===== src/rtl/prp_params.svh =====
/*
  constants of the rmii pin block: timing counts, management frame
  layout, management register offsets, field positions and reset values.
  assumes the includer runs on clk_sys at 20 MHz.
*/
`ifndef PRP_PARAMS_SVH
`define PRP_PARAMS_SVH
// system clock period
`define PRP_CLK_NS 50
// least low time of the hard reset pin
`define PRP_RST_HOLD_NS 1000
// reset process length, rounded up
`define PRP_RST_CYC ((`PRP_RST_HOLD_NS + `PRP_CLK_NS - 1) / `PRP_CLK_NS)
// indicator blink half period
`define PRP_BLINK_NS 50000000
`define PRP_BLINK_CYC (`PRP_BLINK_NS / `PRP_CLK_NS)
// management frame layout
`define PRP_MD_PRE_LEN 6'h20
`define PRP_MD_HDR_LAST 6'h0D
`define PRP_MD_DATA_LAST 6'h0F
`define PRP_MD_ST 2'h1
`define PRP_MD_OP_RD 2'h2
`define PRP_MD_OP_WR 2'h1
`define PRP_PHY_ADDR 5'h01
// management register offsets
`define PRP_REG_CFG 5'h10
`define PRP_REG_STAT 5'h11
// config field positions and reset value
`define PRP_CFG_LED_GPIO 0
`define PRP_CFG_LED_DIR 1
`define PRP_CFG_LED_VAL 2
`define PRP_CFG_INTR 3
`define PRP_CFG_RST 16'h0000
`endif


===== src/rtl/prp_pkg.sv =====
/*
  types of the rmii pin block: management engine states and indicator modes.
  assumes nothing of its surroundings.
*/
package prp_pkg;
  // management frame engine states
  typedef enum logic [3:0] {
    PRP_MD_PRE  = 4'h1,
    PRP_MD_HDR  = 4'h2,
    PRP_MD_TA   = 4'h4,
    PRP_MD_DATA = 4'h8
  } prp_md_state_t;
  // indicator pin modes
  typedef enum logic [3:0] {
    PRP_LED_OFF   = 4'h1,
    PRP_LED_ON    = 4'h2,
    PRP_LED_BLINK = 4'h4,
    PRP_LED_GPIO  = 4'h8
  } prp_led_mode_t;
endpackage


===== src/rtl/prp_mgmt_if.sv =====
/*
  carrier between the pin core and the management engine.
  assumes both ends run on clk_sys.
*/
`timescale 1ns/1ps
interface prp_mgmt_if;
  logic        mdc_lvl;   // filtered management clock level
  logic        mdio_lvl;  // filtered management data level
  logic [15:0] stat;      // status word read by the station
  logic [15:0] cfg;       // config word written by the station
  logic        mdio_o;    // data driven onto the pin
  logic        mdio_oe;   // high while the engine drives the pin
  modport engine (input mdc_lvl, mdio_lvl, stat, output cfg, mdio_o, mdio_oe);
  modport core (output mdc_lvl, mdio_lvl, stat, input cfg, mdio_o, mdio_oe);
endinterface


===== src/rtl/prp_sync.sv =====
/*
  three-stage pin synchroniser with agreement filter.
  assumes asynchronous pin inputs and one system clock.
*/
`timescale 1ns/1ps
module prp_sync #(
  parameter int unsigned W = 4,
  parameter logic [W-1:0] RST = '0
) (
  input  wire logic         clk_sys,
  input  wire logic         rst_n,
  input  wire logic         clk_en,
  input  wire logic [W-1:0] d,
  output logic      [W-1:0] q
);
  logic [W-1:0] s1_r;  // first stage, read only by s2_r
  logic [W-1:0] s2_r;  // second stage
  logic [W-1:0] s3_r;  // third stage
  logic [W-1:0] q_r;   // accepted level

  // shift chain
  always_ff @(posedge clk_sys or negedge rst_n) begin
    if (!rst_n) begin
      s1_r <= RST;
      s2_r <= RST;
      s3_r <= RST;
    end else if (clk_en) begin
      s1_r <= d;
      s2_r <= s1_r;
      s3_r <= s2_r;
    end
  end

  // a bit changes only once stages two and three agree
  always_ff @(posedge clk_sys or negedge rst_n) begin
    if (!rst_n) begin
      q_r <= RST;
    end else if (clk_en) begin
      q_r <= (s2_r & ~(s2_r ^ s3_r)) | (q_r & (s2_r ^ s3_r));
    end
  end

  assign q = q_r;
endmodule


===== src/rtl/prp_mdio.sv =====
/*
  management frame engine: preamble, header, turnaround and data,
  with a config word and a status word.
  assumes management clock and data already synchronised to clk_sys.
*/
`timescale 1ns/1ps
`include "prp_params.svh"
module prp_mdio #(
  parameter logic [4:0] PHY_ADDR = `PRP_PHY_ADDR
) (
  input  wire logic  clk_sys,
  input  wire logic  rst_n,
  input  wire logic  clk_en,
  prp_mgmt_if.engine mif
);
  prp_pkg::prp_md_state_t st_r;  // frame state
  logic        mdc_q_r;          // previous clock level
  logic        rise;             // management clock rising edge
  logic [5:0]  cnt_r;            // bit counter
  logic [15:0] sh_r;             // received bits
  logic [15:0] tx_sh_r;          // read data still to send
  logic        rd_r;             // frame is a read
  logic [4:0]  reg_r;            // addressed register
  logic [15:0] cfg_r;            // config word
  logic        o_r;              // pin data
  logic        oe_r;             // pin enable
  logic [13:0] hdr;              // complete header on its last bit
  logic [15:0] rd_val;           // word answered on a read

  assign rise = mif.mdc_lvl & ~mdc_q_r;
  assign hdr = {sh_r[12:0], mif.mdio_lvl};

  // read mux, unmapped offsets answer zero
  always_comb begin
    case (reg_r)
      `PRP_REG_CFG:  rd_val = cfg_r;
      `PRP_REG_STAT: rd_val = mif.stat;
      default:       rd_val = 16'h0000;
    endcase
  end

  // clock edge detect
  always_ff @(posedge clk_sys or negedge rst_n) begin
    if (!rst_n) begin
      mdc_q_r <= 1'b0;
    end else if (clk_en) begin
      mdc_q_r <= mif.mdc_lvl;
    end
  end

  // frame engine; the device drives only in its own phase
  always_ff @(posedge clk_sys or negedge rst_n) begin
    if (!rst_n) begin
      st_r <= prp_pkg::PRP_MD_PRE;
      cnt_r <= 6'h00;
      sh_r <= 16'h0000;
      tx_sh_r <= 16'h0000;
      rd_r <= 1'b0;
      reg_r <= 5'h00;
      o_r <= 1'b0;
      oe_r <= 1'b0;
    end else if (clk_en && rise) begin
      sh_r <= {sh_r[14:0], mif.mdio_lvl};
      case (st_r)
        prp_pkg::PRP_MD_PRE: begin
          if (mif.mdio_lvl) begin
            cnt_r <= (cnt_r == `PRP_MD_PRE_LEN) ? cnt_r : cnt_r + 6'h01;
          end else if (cnt_r == `PRP_MD_PRE_LEN) begin
            st_r <= prp_pkg::PRP_MD_HDR;
            cnt_r <= 6'h01;
          end else begin
            cnt_r <= 6'h00;
          end
        end
        prp_pkg::PRP_MD_HDR: begin
          cnt_r <= cnt_r + 6'h01;
          if (cnt_r == `PRP_MD_HDR_LAST) begin
            cnt_r <= 6'h00;
            rd_r <= hdr[11:10] == `PRP_MD_OP_RD;
            reg_r <= hdr[4:0];
            // foreign address or bad opcode: back to preamble hunt
            if (hdr[13:12] == `PRP_MD_ST && hdr[9:5] == PHY_ADDR &&
                (hdr[11:10] == `PRP_MD_OP_RD || hdr[11:10] == `PRP_MD_OP_WR)) begin
              st_r <= prp_pkg::PRP_MD_TA;
            end else begin
              st_r <= prp_pkg::PRP_MD_PRE;
            end
          end
        end
        prp_pkg::PRP_MD_TA: begin
          cnt_r <= cnt_r + 6'h01;
          // second turnaround bit is driven low on a read
          if (cnt_r == 6'h00) begin
            oe_r <= rd_r;
            o_r <= 1'b0;
          end else begin
            st_r <= prp_pkg::PRP_MD_DATA;
            cnt_r <= 6'h00;
            o_r <= rd_val[15];
            tx_sh_r <= {rd_val[14:0], 1'b0};
          end
        end
        prp_pkg::PRP_MD_DATA: begin
          cnt_r <= cnt_r + 6'h01;
          o_r <= tx_sh_r[15];
          tx_sh_r <= {tx_sh_r[14:0], 1'b0};
          if (cnt_r == `PRP_MD_DATA_LAST) begin
            st_r <= prp_pkg::PRP_MD_PRE;
            cnt_r <= 6'h00;
            oe_r <= 1'b0;
          end
        end
        default: begin
          st_r <= prp_pkg::PRP_MD_PRE;
          cnt_r <= 6'h00;
          oe_r <= 1'b0;
        end
      endcase
    end
  end

  // config word, back to default on each reset
  always_ff @(posedge clk_sys or negedge rst_n) begin
    if (!rst_n) begin
      cfg_r <= `PRP_CFG_RST;
    end else if (clk_en && rise && st_r == prp_pkg::PRP_MD_DATA && !rd_r &&
                 cnt_r == `PRP_MD_DATA_LAST && reg_r == `PRP_REG_CFG) begin
      cfg_r <= {sh_r[14:0], mif.mdio_lvl};
    end
  end

  assign mif.cfg = cfg_r;
  assign mif.mdio_o = o_r;
  assign mif.mdio_oe = oe_r;
endmodule


===== src/rtl/prp_top.sv =====
/*
  mac-facing pin logic of a 10/100 ethernet transceiver: rmii receive and
  transmit pins, management pins, hard reset, straps, the indicator pin
  and the shared interrupt / power-down pin.
  assumes clk_sys is the rmii reference clock domain, that the mac and the
  internal pcs run on it, and that mdc, mdio, and the two shared pins come
  from outside and are asynchronous.
*/
`timescale 1ns/1ps
`include "prp_params.svh"
module prp_top #(
  parameter int unsigned BLINK_CYC = `PRP_BLINK_CYC,
  parameter int unsigned BLINK_W   = 20,
  parameter logic [4:0]  PHY_ADDR  = `PRP_PHY_ADDR
) (
  input  wire logic       clk_sys,
  input  wire logic       rst_n,
  input  wire logic       clk_en,
  input  wire logic [3:0] strap_i,
  input  wire logic       link_up,
  input  wire logic       irq_event,
  input  wire logic       tx_en,
  input  wire logic [1:0] tx_d,
  output logic            line_tx_en,
  output logic      [1:0] line_tx_d,
  input  wire logic       line_rx_dv,
  input  wire logic       line_crs,
  input  wire logic [1:0] line_rx_d,
  input  wire logic       line_rx_sym_err,
  output logic      [1:0] rx_d,
  output logic            crs_dv,
  output logic            rx_er,
  input  wire logic       mdc,
  input  wire logic       mdio_i,
  output logic            mdio_o,
  output logic            mdio_oe,
  input  wire logic       activity_link_indicator_i,
  output logic            activity_link_indicator_o,
  output logic            activity_link_indicator_oe,
  input  wire logic       interrupt_powerdown_pin_i,
  output logic            interrupt_powerdown_pin_o,
  output logic            interrupt_powerdown_pin_oe,
  output logic            powerdown,
  output logic            ready
);
  // reset process length in cycles
  localparam logic [4:0] RST_CYC = 5'(`PRP_RST_CYC);
  // idle pin levels: mdc low, pulled-up data and power-down, indicator low
  localparam logic [3:0] PIN_RST = 4'h6;

  prp_mgmt_if mif ();

  logic [3:0] pin_lvl;        // filtered pin levels
  logic       pd_lvl;         // power-down pin level
  logic       led_lvl;        // indicator pin level
  logic [3:0] strap_r;        // straps caught after reset
  logic       strap_done_r;   // straps taken
  logic [4:0] init_cnt_r;     // reset process counter
  logic       ready_r;        // reset process done
  logic       powerdown_r;    // power-down state
  logic       intr_o_r;       // open-drain level, always low
  logic       intr_oe_r;      // pulls the shared pin low
  logic       active;         // pins may carry frames
  logic       intr_mode;      // shared pin is an interrupt
  logic       gpio_mode;      // indicator pin is gpio
  logic       line_tx_en_r;   // frame data to the line
  logic [1:0] line_tx_d_r;    // dibit to the line
  logic [1:0] rx_d_r;         // dibit to the mac
  logic       crs_dv_r;       // merged carrier and valid
  logic       rx_er_r;        // receive error flag
  logic       led_o_r;        // indicator drive level
  logic       led_oe_r;       // indicator drive enable
  logic       act_now;        // activity in this cycle
  logic [BLINK_W-1:0] act_cnt_r;    // activity hold window
  logic [BLINK_W-1:0] blink_cnt_r;  // blink half-period timer
  logic       blink_ph_r;     // blink phase
  prp_pkg::prp_led_mode_t led_mode;  // indicator mode now

  // the management pins and the two shared pins pass the three-stage filter
  prp_sync #(
    .W   (4),
    .RST (PIN_RST)
  ) u_sync (
    .clk_sys (clk_sys),
    .rst_n   (rst_n),
    .clk_en  (clk_en),
    .d       ({activity_link_indicator_i, interrupt_powerdown_pin_i, mdio_i, mdc}),
    .q       (pin_lvl)
  );

  // management clock is handled as data on clk_sys
  assign mif.mdc_lvl = pin_lvl[0];
  assign mif.mdio_lvl = pin_lvl[1];
  assign pd_lvl = pin_lvl[2];
  assign led_lvl = pin_lvl[3];

  // status word seen by the station
  assign mif.stat = {8'h00, strap_r, led_lvl, powerdown_r, ready_r, link_up};

  prp_mdio #(
    .PHY_ADDR (PHY_ADDR)
  ) u_mdio (
    .clk_sys (clk_sys),
    .rst_n   (rst_n),
    .clk_en  (clk_en),
    .mif     (mif)
  );

  // config fields
  assign intr_mode = mif.cfg[`PRP_CFG_INTR];
  assign gpio_mode = mif.cfg[`PRP_CFG_LED_GPIO];

  // strap capture on the first enabled edge after release
  always_ff @(posedge clk_sys or negedge rst_n) begin
    if (!rst_n) begin
      strap_r <= 4'h0;
      strap_done_r <= 1'b0;
    end else if (clk_en && !strap_done_r) begin
      strap_r <= strap_i;
      strap_done_r <= 1'b1;
    end
  end

  // reset process: pins stay idle until it ends
  always_ff @(posedge clk_sys or negedge rst_n) begin
    if (!rst_n) begin
      init_cnt_r <= 5'h00;
      ready_r <= 1'b0;
    end else if (clk_en && !ready_r) begin
      if (init_cnt_r == RST_CYC - 5'h01) begin
        ready_r <= 1'b1;
      end else begin
        init_cnt_r <= init_cnt_r + 5'h01;
      end
    end
  end

  // shared pin: power-down input by default, interrupt when configured
  always_ff @(posedge clk_sys or negedge rst_n) begin
    if (!rst_n) begin
      powerdown_r <= 1'b0;
      intr_o_r <= 1'b0;
      intr_oe_r <= 1'b0;
    end else if (clk_en) begin
      powerdown_r <= !intr_mode && !pd_lvl;
      intr_o_r <= 1'b0;
      intr_oe_r <= intr_mode && irq_event;
    end
  end

  assign active = ready_r && !powerdown_r;

  // transmit path: the dibit counts only while tx_en is high
  always_ff @(posedge clk_sys or negedge rst_n) begin
    if (!rst_n) begin
      line_tx_en_r <= 1'b0;
      line_tx_d_r <= 2'h0;
    end else if (clk_en) begin
      if (active && tx_en) begin
        line_tx_en_r <= 1'b1;
        line_tx_d_r <= tx_d;
      end else begin
        // idle line, data bits ignored
        line_tx_en_r <= 1'b0;
        line_tx_d_r <= 2'h0;
      end
    end
  end

  // receive path: data, merged valid, error with self-corruption
  always_ff @(posedge clk_sys or negedge rst_n) begin
    if (!rst_n) begin
      rx_d_r <= 2'h0;
      crs_dv_r <= 1'b0;
      rx_er_r <= 1'b0;
    end else if (clk_en) begin
      crs_dv_r <= active && (line_crs || line_rx_dv);
      rx_er_r <= active && line_rx_sym_err && (line_crs || line_rx_dv);
      if (!active || !line_rx_dv) begin
        // nothing valid to deliver
        rx_d_r <= 2'h0;
      end else if (line_rx_sym_err) begin
        // inverted dibit breaks the frame check
        rx_d_r <= ~line_rx_d;
      end else begin
        rx_d_r <= line_rx_d;
      end
    end
  end

  assign act_now = active && (tx_en || line_rx_dv);

  // activity hold window, restarted by each active cycle
  always_ff @(posedge clk_sys or negedge rst_n) begin
    if (!rst_n) begin
      act_cnt_r <= '0;
    end else if (clk_en) begin
      if (act_now) begin
        act_cnt_r <= BLINK_W'(BLINK_CYC);
      end else if (act_cnt_r != '0) begin
        act_cnt_r <= act_cnt_r - BLINK_W'(1);
      end
    end
  end

  // free-running blink phase
  always_ff @(posedge clk_sys or negedge rst_n) begin
    if (!rst_n) begin
      blink_cnt_r <= '0;
      blink_ph_r <= 1'b0;
    end else if (clk_en) begin
      if (blink_cnt_r == BLINK_W'(BLINK_CYC - 1)) begin
        blink_cnt_r <= '0;
        blink_ph_r <= ~blink_ph_r;
      end else begin
        blink_cnt_r <= blink_cnt_r + BLINK_W'(1);
      end
    end
  end

  // indicator mode: gpio overrides, then link, then activity
  always_comb begin
    if (gpio_mode) begin
      led_mode = prp_pkg::PRP_LED_GPIO;
    end else if (!link_up || !active) begin
      led_mode = prp_pkg::PRP_LED_OFF;
    end else if (act_now || act_cnt_r != '0) begin
      // the first active cycle already blinks, no steady-on glitch
      led_mode = prp_pkg::PRP_LED_BLINK;
    end else begin
      led_mode = prp_pkg::PRP_LED_ON;
    end
  end

  // indicator pin drive
  always_ff @(posedge clk_sys or negedge rst_n) begin
    if (!rst_n) begin
      led_o_r <= 1'b0;
      led_oe_r <= 1'b1;
    end else if (clk_en) begin
      case (led_mode)
        prp_pkg::PRP_LED_GPIO: begin
          led_o_r <= mif.cfg[`PRP_CFG_LED_VAL];
          led_oe_r <= mif.cfg[`PRP_CFG_LED_DIR];
        end
        prp_pkg::PRP_LED_ON: begin
          led_o_r <= 1'b1;
          led_oe_r <= 1'b1;
        end
        prp_pkg::PRP_LED_BLINK: begin
          led_o_r <= blink_ph_r;
          led_oe_r <= 1'b1;
        end
        default: begin
          led_o_r <= 1'b0;
          led_oe_r <= 1'b1;
        end
      endcase
    end
  end

  // pins
  assign line_tx_en = line_tx_en_r;
  assign line_tx_d = line_tx_d_r;
  assign rx_d = rx_d_r;
  assign crs_dv = crs_dv_r;
  assign rx_er = rx_er_r;
  assign mdio_o = mif.mdio_o;
  assign mdio_oe = mif.mdio_oe;
  assign activity_link_indicator_o = led_o_r;
  assign activity_link_indicator_oe = led_oe_r;
  assign interrupt_powerdown_pin_o = intr_o_r;
  assign interrupt_powerdown_pin_oe = intr_oe_r;
  assign powerdown = powerdown_r;
  assign ready = ready_r;
endmodule


===== config.mk =====
export PLATFORM = sky130hd
export DESIGN_NAME = prp_top
export DESIGN_NICKNAME = d
export VERILOG_FILES = /design/src/rtl/prp_pkg.sv /design/src/rtl/prp_mgmt_if.sv /design/src/rtl/prp_sync.sv /design/src/rtl/prp_mdio.sv /design/src/rtl/prp_top.sv
export VERILOG_INCLUDE_DIRS = /design/src /design/src/rtl
export SDC_FILE = /design/constraint.sdc
export NUM_CORES = 1
export LEC_CHECK = 0
export BUFFER_PORTS_ARGS = -buffer_cell sky130_fd_sc_hd__buf_2
export CAP_MARGIN = 15
export CORE_ASPECT_RATIO = 0.6
export CORE_MARGIN = 2
export CORE_UTILIZATION = 30
export DETAILED_ROUTE_END_ITERATION = 16
export PLACE_DENSITY = 0.48
export SYNTH_ARGS = -nofsm -noshare
export SYNTH_HDL_FRONTEND = slang
export SYNTH_SLANG_ARGS = --single-unit

===== constraint.sdc =====
create_clock -name clk_sys -period 2.54 [get_ports clk_sys]
set_clock_uncertainty 0.1 [all_clocks]
set_input_delay 0.508 -clock clk_sys [delete_from_list [all_inputs] [get_ports clk_sys]]
set_output_delay 0.508 -clock clk_sys [all_outputs]
set_load 0.1 [all_outputs]

==> summary.md <==
| Metric | Value |
|---|---|
| First drt pass iteration count | `4` |
| Fin Setup TNS | `0 ns` |
| Worst-path clk slew | `0.06 ns` |
| Post-synthesis instance total | `654` |
| Root Driver | `clkbuf_16` |
| Max Clk Rate | `412 MHz` |
| Final RePlAce weighted congestion | `0.798` |
| Skew-Pair Late Insertion Delay | `0.42 ns` |
| Die height | `121 µm` |
| Req. time, crit path | `2.74 ns` |
| Tmin final | `2.43 ns` |
| Mean number of vias per cell | `4.98` |
| Crit-path cells | `or4_1, or4_4, nor3_4, nor4b_1, a211o_1` |
| Core area | `22200 µm²` |
| Part of the cycle the worst path needs | `95.6%` |
| MaxCap Viol Count | `0` |
| DR DRC count | `0` |
| Gr usage total | `14.5%` |
| CTS tree | `done` |
| Die Width | `199 µm` |
| Synth cell types | `71` |
| Crit-path slowest cell | `or4_1` |
| Sequential area share after synthesis | `52.8%` |
| Fin nets | `742` |
| Detail Placement HPWL | `11200 µm` |
| RSZ-0062 raised after global routing | `false` |
| Post-synth top flop | `dfrtp_1` |
| Top-Level Pins | `36` |
| Number of synthesized flops with an enable pin | `0` |
| Initial antenna violation count | `0` |
| Worst relative slew slack | `62.5%` |
| YS warnings | `0` |
| Crit end category | `flip-flop` |
| CP Max Fanout | `7` |
| Fin util | `36.6%` |
| Worst path top cell family by delay | `simple AND/OR/NAND/NOR gates` |
| Mapped cell area | `6840 µm²` |
| Antenna-violating nets left | `0` |
| FP Rows | `42` |
| CP arrival | `2.63 ns` |
| Async set-reset flop share out of synthesis | `100%` |
| CP peak stage delay | `0.57 ns` |
| CTS buffer count | `17` |
| HP Class | `input port to flip-flop` |
| Worst Path Buf+Inv | `0` |
| Multi-input logic area | `3030 µm²` |
| Avg Synthesized Cell Area | `10.5 µm²` |
| Kind of critical path | `flip-flop to flip-flop` |
| Syn_nets | `683` |
| P&R area growth vs syn | `19.0%` |
| Port Buf Inserts | `34` |
| Max Slew Vio Count | `0` |
| Seq cells post-synth | `144` |
| Worst Tran Pin Value | `0.554 ns` |
| Clk sink count | `144` |
| Final wirelength | `16000 µm` |
| Leak | `0.00366 µW` |
| Fillers | `2166` |
| Startpoint Class | `flip-flop` |
| WL/cell | `15.5 µm` |
| First-pass GRT wire length | `27200 µm` |
| Total grt overflow | `0` |
| Max VDD drop | `0.511 mV` |
| Status | `completed` |
| Largest net degree at the start of global routing | `52` |
| Register Area | `3620 µm²` |
| P per Cell Area | `931 nW/µm²` |
| Starting DRT DRC Count | `235` |
| Area of the die | `24100 µm²` |
| Htree depth | `4` |
| Number of global-route vias before repair | `5197` |
| # setup viols final | `0` |
| N_diodes | `0` |
| Clock buffer depth | `2` |
| Hold Fails Final Rpt | `0` |
| Starting Density | `30.8%` |
| Detailed-route via count | `5148` |
| Layout cells sized above 1 | `23.6%` |
==> worst paths after layout <==
kind	start	to	slack, ns	cells after the start
max	act_cnt_r[14]	act_cnt_r[2]	0.11	5
min	strap_i[3]	strap_r[3]	0.22	2
max reg2reg	act_cnt_r[14]	act_cnt_r[2]	0.11	5
min reg2reg	init_cnt_r[4]	init_cnt_r[4]	0.37	1
max in group asynchronous	rst_n	u_sync.s1_r[1]	1.13	3
min in group asynchronous	rst_n	u_sync.s2_r[3]	0.52	2
==> registers in the layout, indices dropped and copies added, names as in the netlist, 2 cells and up, named ones only <==
| signal | flops |
|---|---|
| act_cnt_r | 20 |
| u_mdio.tx_sh_r | 15 |
| u_mdio.mif.cfg | 16 |
| u_mdio.sh_r | 15 |
| u_sync.s1_r | 4 |
| u_mdio.reg_r | 5 |
| init_cnt_r | 5 |
| rx_d | 2 |
| u_sync.s2_r | 4 |
| strap_r | 4 |
| line_tx_d | 2 |
| blink_cnt_r | 20 |
| u_sync.s3_r | 4 |
| u_mdio.st_r | 4 |
| u_mdio.cnt_r | 6 |
==> logic make-up after synthesis <==
logic type,share of synthesized area (%)
fa+ha+maj,1.46
xor+xnor,2.94
mux,7.75
flops,52.8
buf+inv,3.09
other cells,0.0548
simple gates,18.9
compound gates,13.0
==> cell usage in the layout (no fill, tap or decap), types with 4 or more instances in the layout <==
master,count
o2bb2ai_1,4
xor2_1,11
nor4_1,7
buf_2,33
mux2i_1,8
nor4b_1,7
a22o_1,7
o21ai_0,50
buf_4,28
and3_1,19
clkinvlp_4,4
ha_1,8
nor3b_1,4
or3_1,4
dfrtp_1,133
nor3_1,11
a211o_1,4
mux2_2,40
nand2_1,98
nor2_1,36
nand3_1,19
inv_6,5
xnor2_1,12
a21o_1,5
inv_1,19
clkbuf_16,17
nor4_2,4
nand4_1,6
a31oi_1,4
a21oi_1,29
dfstp_2,10
o31ai_1,11
==> routing by layer <==
| metal | vias to the layer above | wire length, µm | GRT usage (%) |
|---|---|---|---|
| li1 | 2467 | - | - |
| met1 | 2563 | 8570 | 22.1 |
| met2 | 105 | 6540 | 20.1 |
| met3 | 13 | 666 | 3.31 |
| met4 | 0 | 199 | 4.66 |
| met5 | - | 0 | 0 |
==> cell usage after synthesis, types with 5 or more instances <==
master / number / area (µm²)
mux2i_1: 8 / 80.1
nand3_1: 19 / 95.1
clkbuf_1: 16 / 60.1
nand2_1: 98 / 368
nor4b_1: 7 / 61.3
a21oi_1: 29 / 145
xnor2_1: 12 / 105
mux2_2: 40 / 450
a21o_1: 5 / 37.5
dfstp_2: 10 / 263
nor3b_1: 5 / 37.5
xor2_1: 11 / 96.3
nand4_1: 6 / 37.5
and3_1: 19 / 119
nor3_1: 11 / 55.1
nor2_1: 36 / 135
dfrtp_1: 134 / 3350
nor4_1: 8 / 50.1
o21ai_0: 51 / 255
o31ai_1: 11 / 82.6
a22o_1: 7 / 61.3
ha_1: 8 / 100
inv_1: 19 / 71.3
==> power by group <==
part	total, µW	internal (µW)	switching [µW]
Sequential	3290	2770	523
Combinational	1810	685	1120
Clock	2480	1440	1040
Total	7580	4900	2680
==> cell type report <==
class / count / share of cell area [%]
sequential: 144 / 44.4
multi-input combinational: 465 / 37.2
clock buffer: 20 / 5.73
timing repair buffer: 66 / 5.61
tap: 308 / 4.73
clock inverter: 12 / 1.49
inverter: 19 / 0.876
==> through the flow <==
stage	total power, µW	hold WS, ns	instance area (µm²)	instances	setup slack (ns)
2_1_floorplan	4470	0.112	6840	654	0.0422
3_3_place_gp	5050	0.353	7540	1001	0.232
3_5_place_dp	5120	0.361	7540	1001	0.127
4_1_cts	7650	0.199	8140	1034	0.105
5_1_grt	8050	0.200	8150	1034	0.0356
6_report	7580	0.220	8150	1034	0.112
==> worst reg2reg max path: stages, from the launching register on <==
cell     delay (ns)
dfrtp_1        0.40
or4_1          0.57
or4_4          0.51
nor3_4         0.38
nor4b_1        0.11
a211o_1        0.24
==> what timing repair did <==
| action | 4_1_cts | 5_1_grt |
|---|---|---|
| buffers inserted | 0 | 0 |
| hold endpoints to repair | 45 | 0 |
| endpoints found under the setup margin | 0 | 4 |
| resized for setup | 0 | 1 |
| hold buffers | 1 | 0 |
No activity file was read; power rests on OpenSTA's default activity.
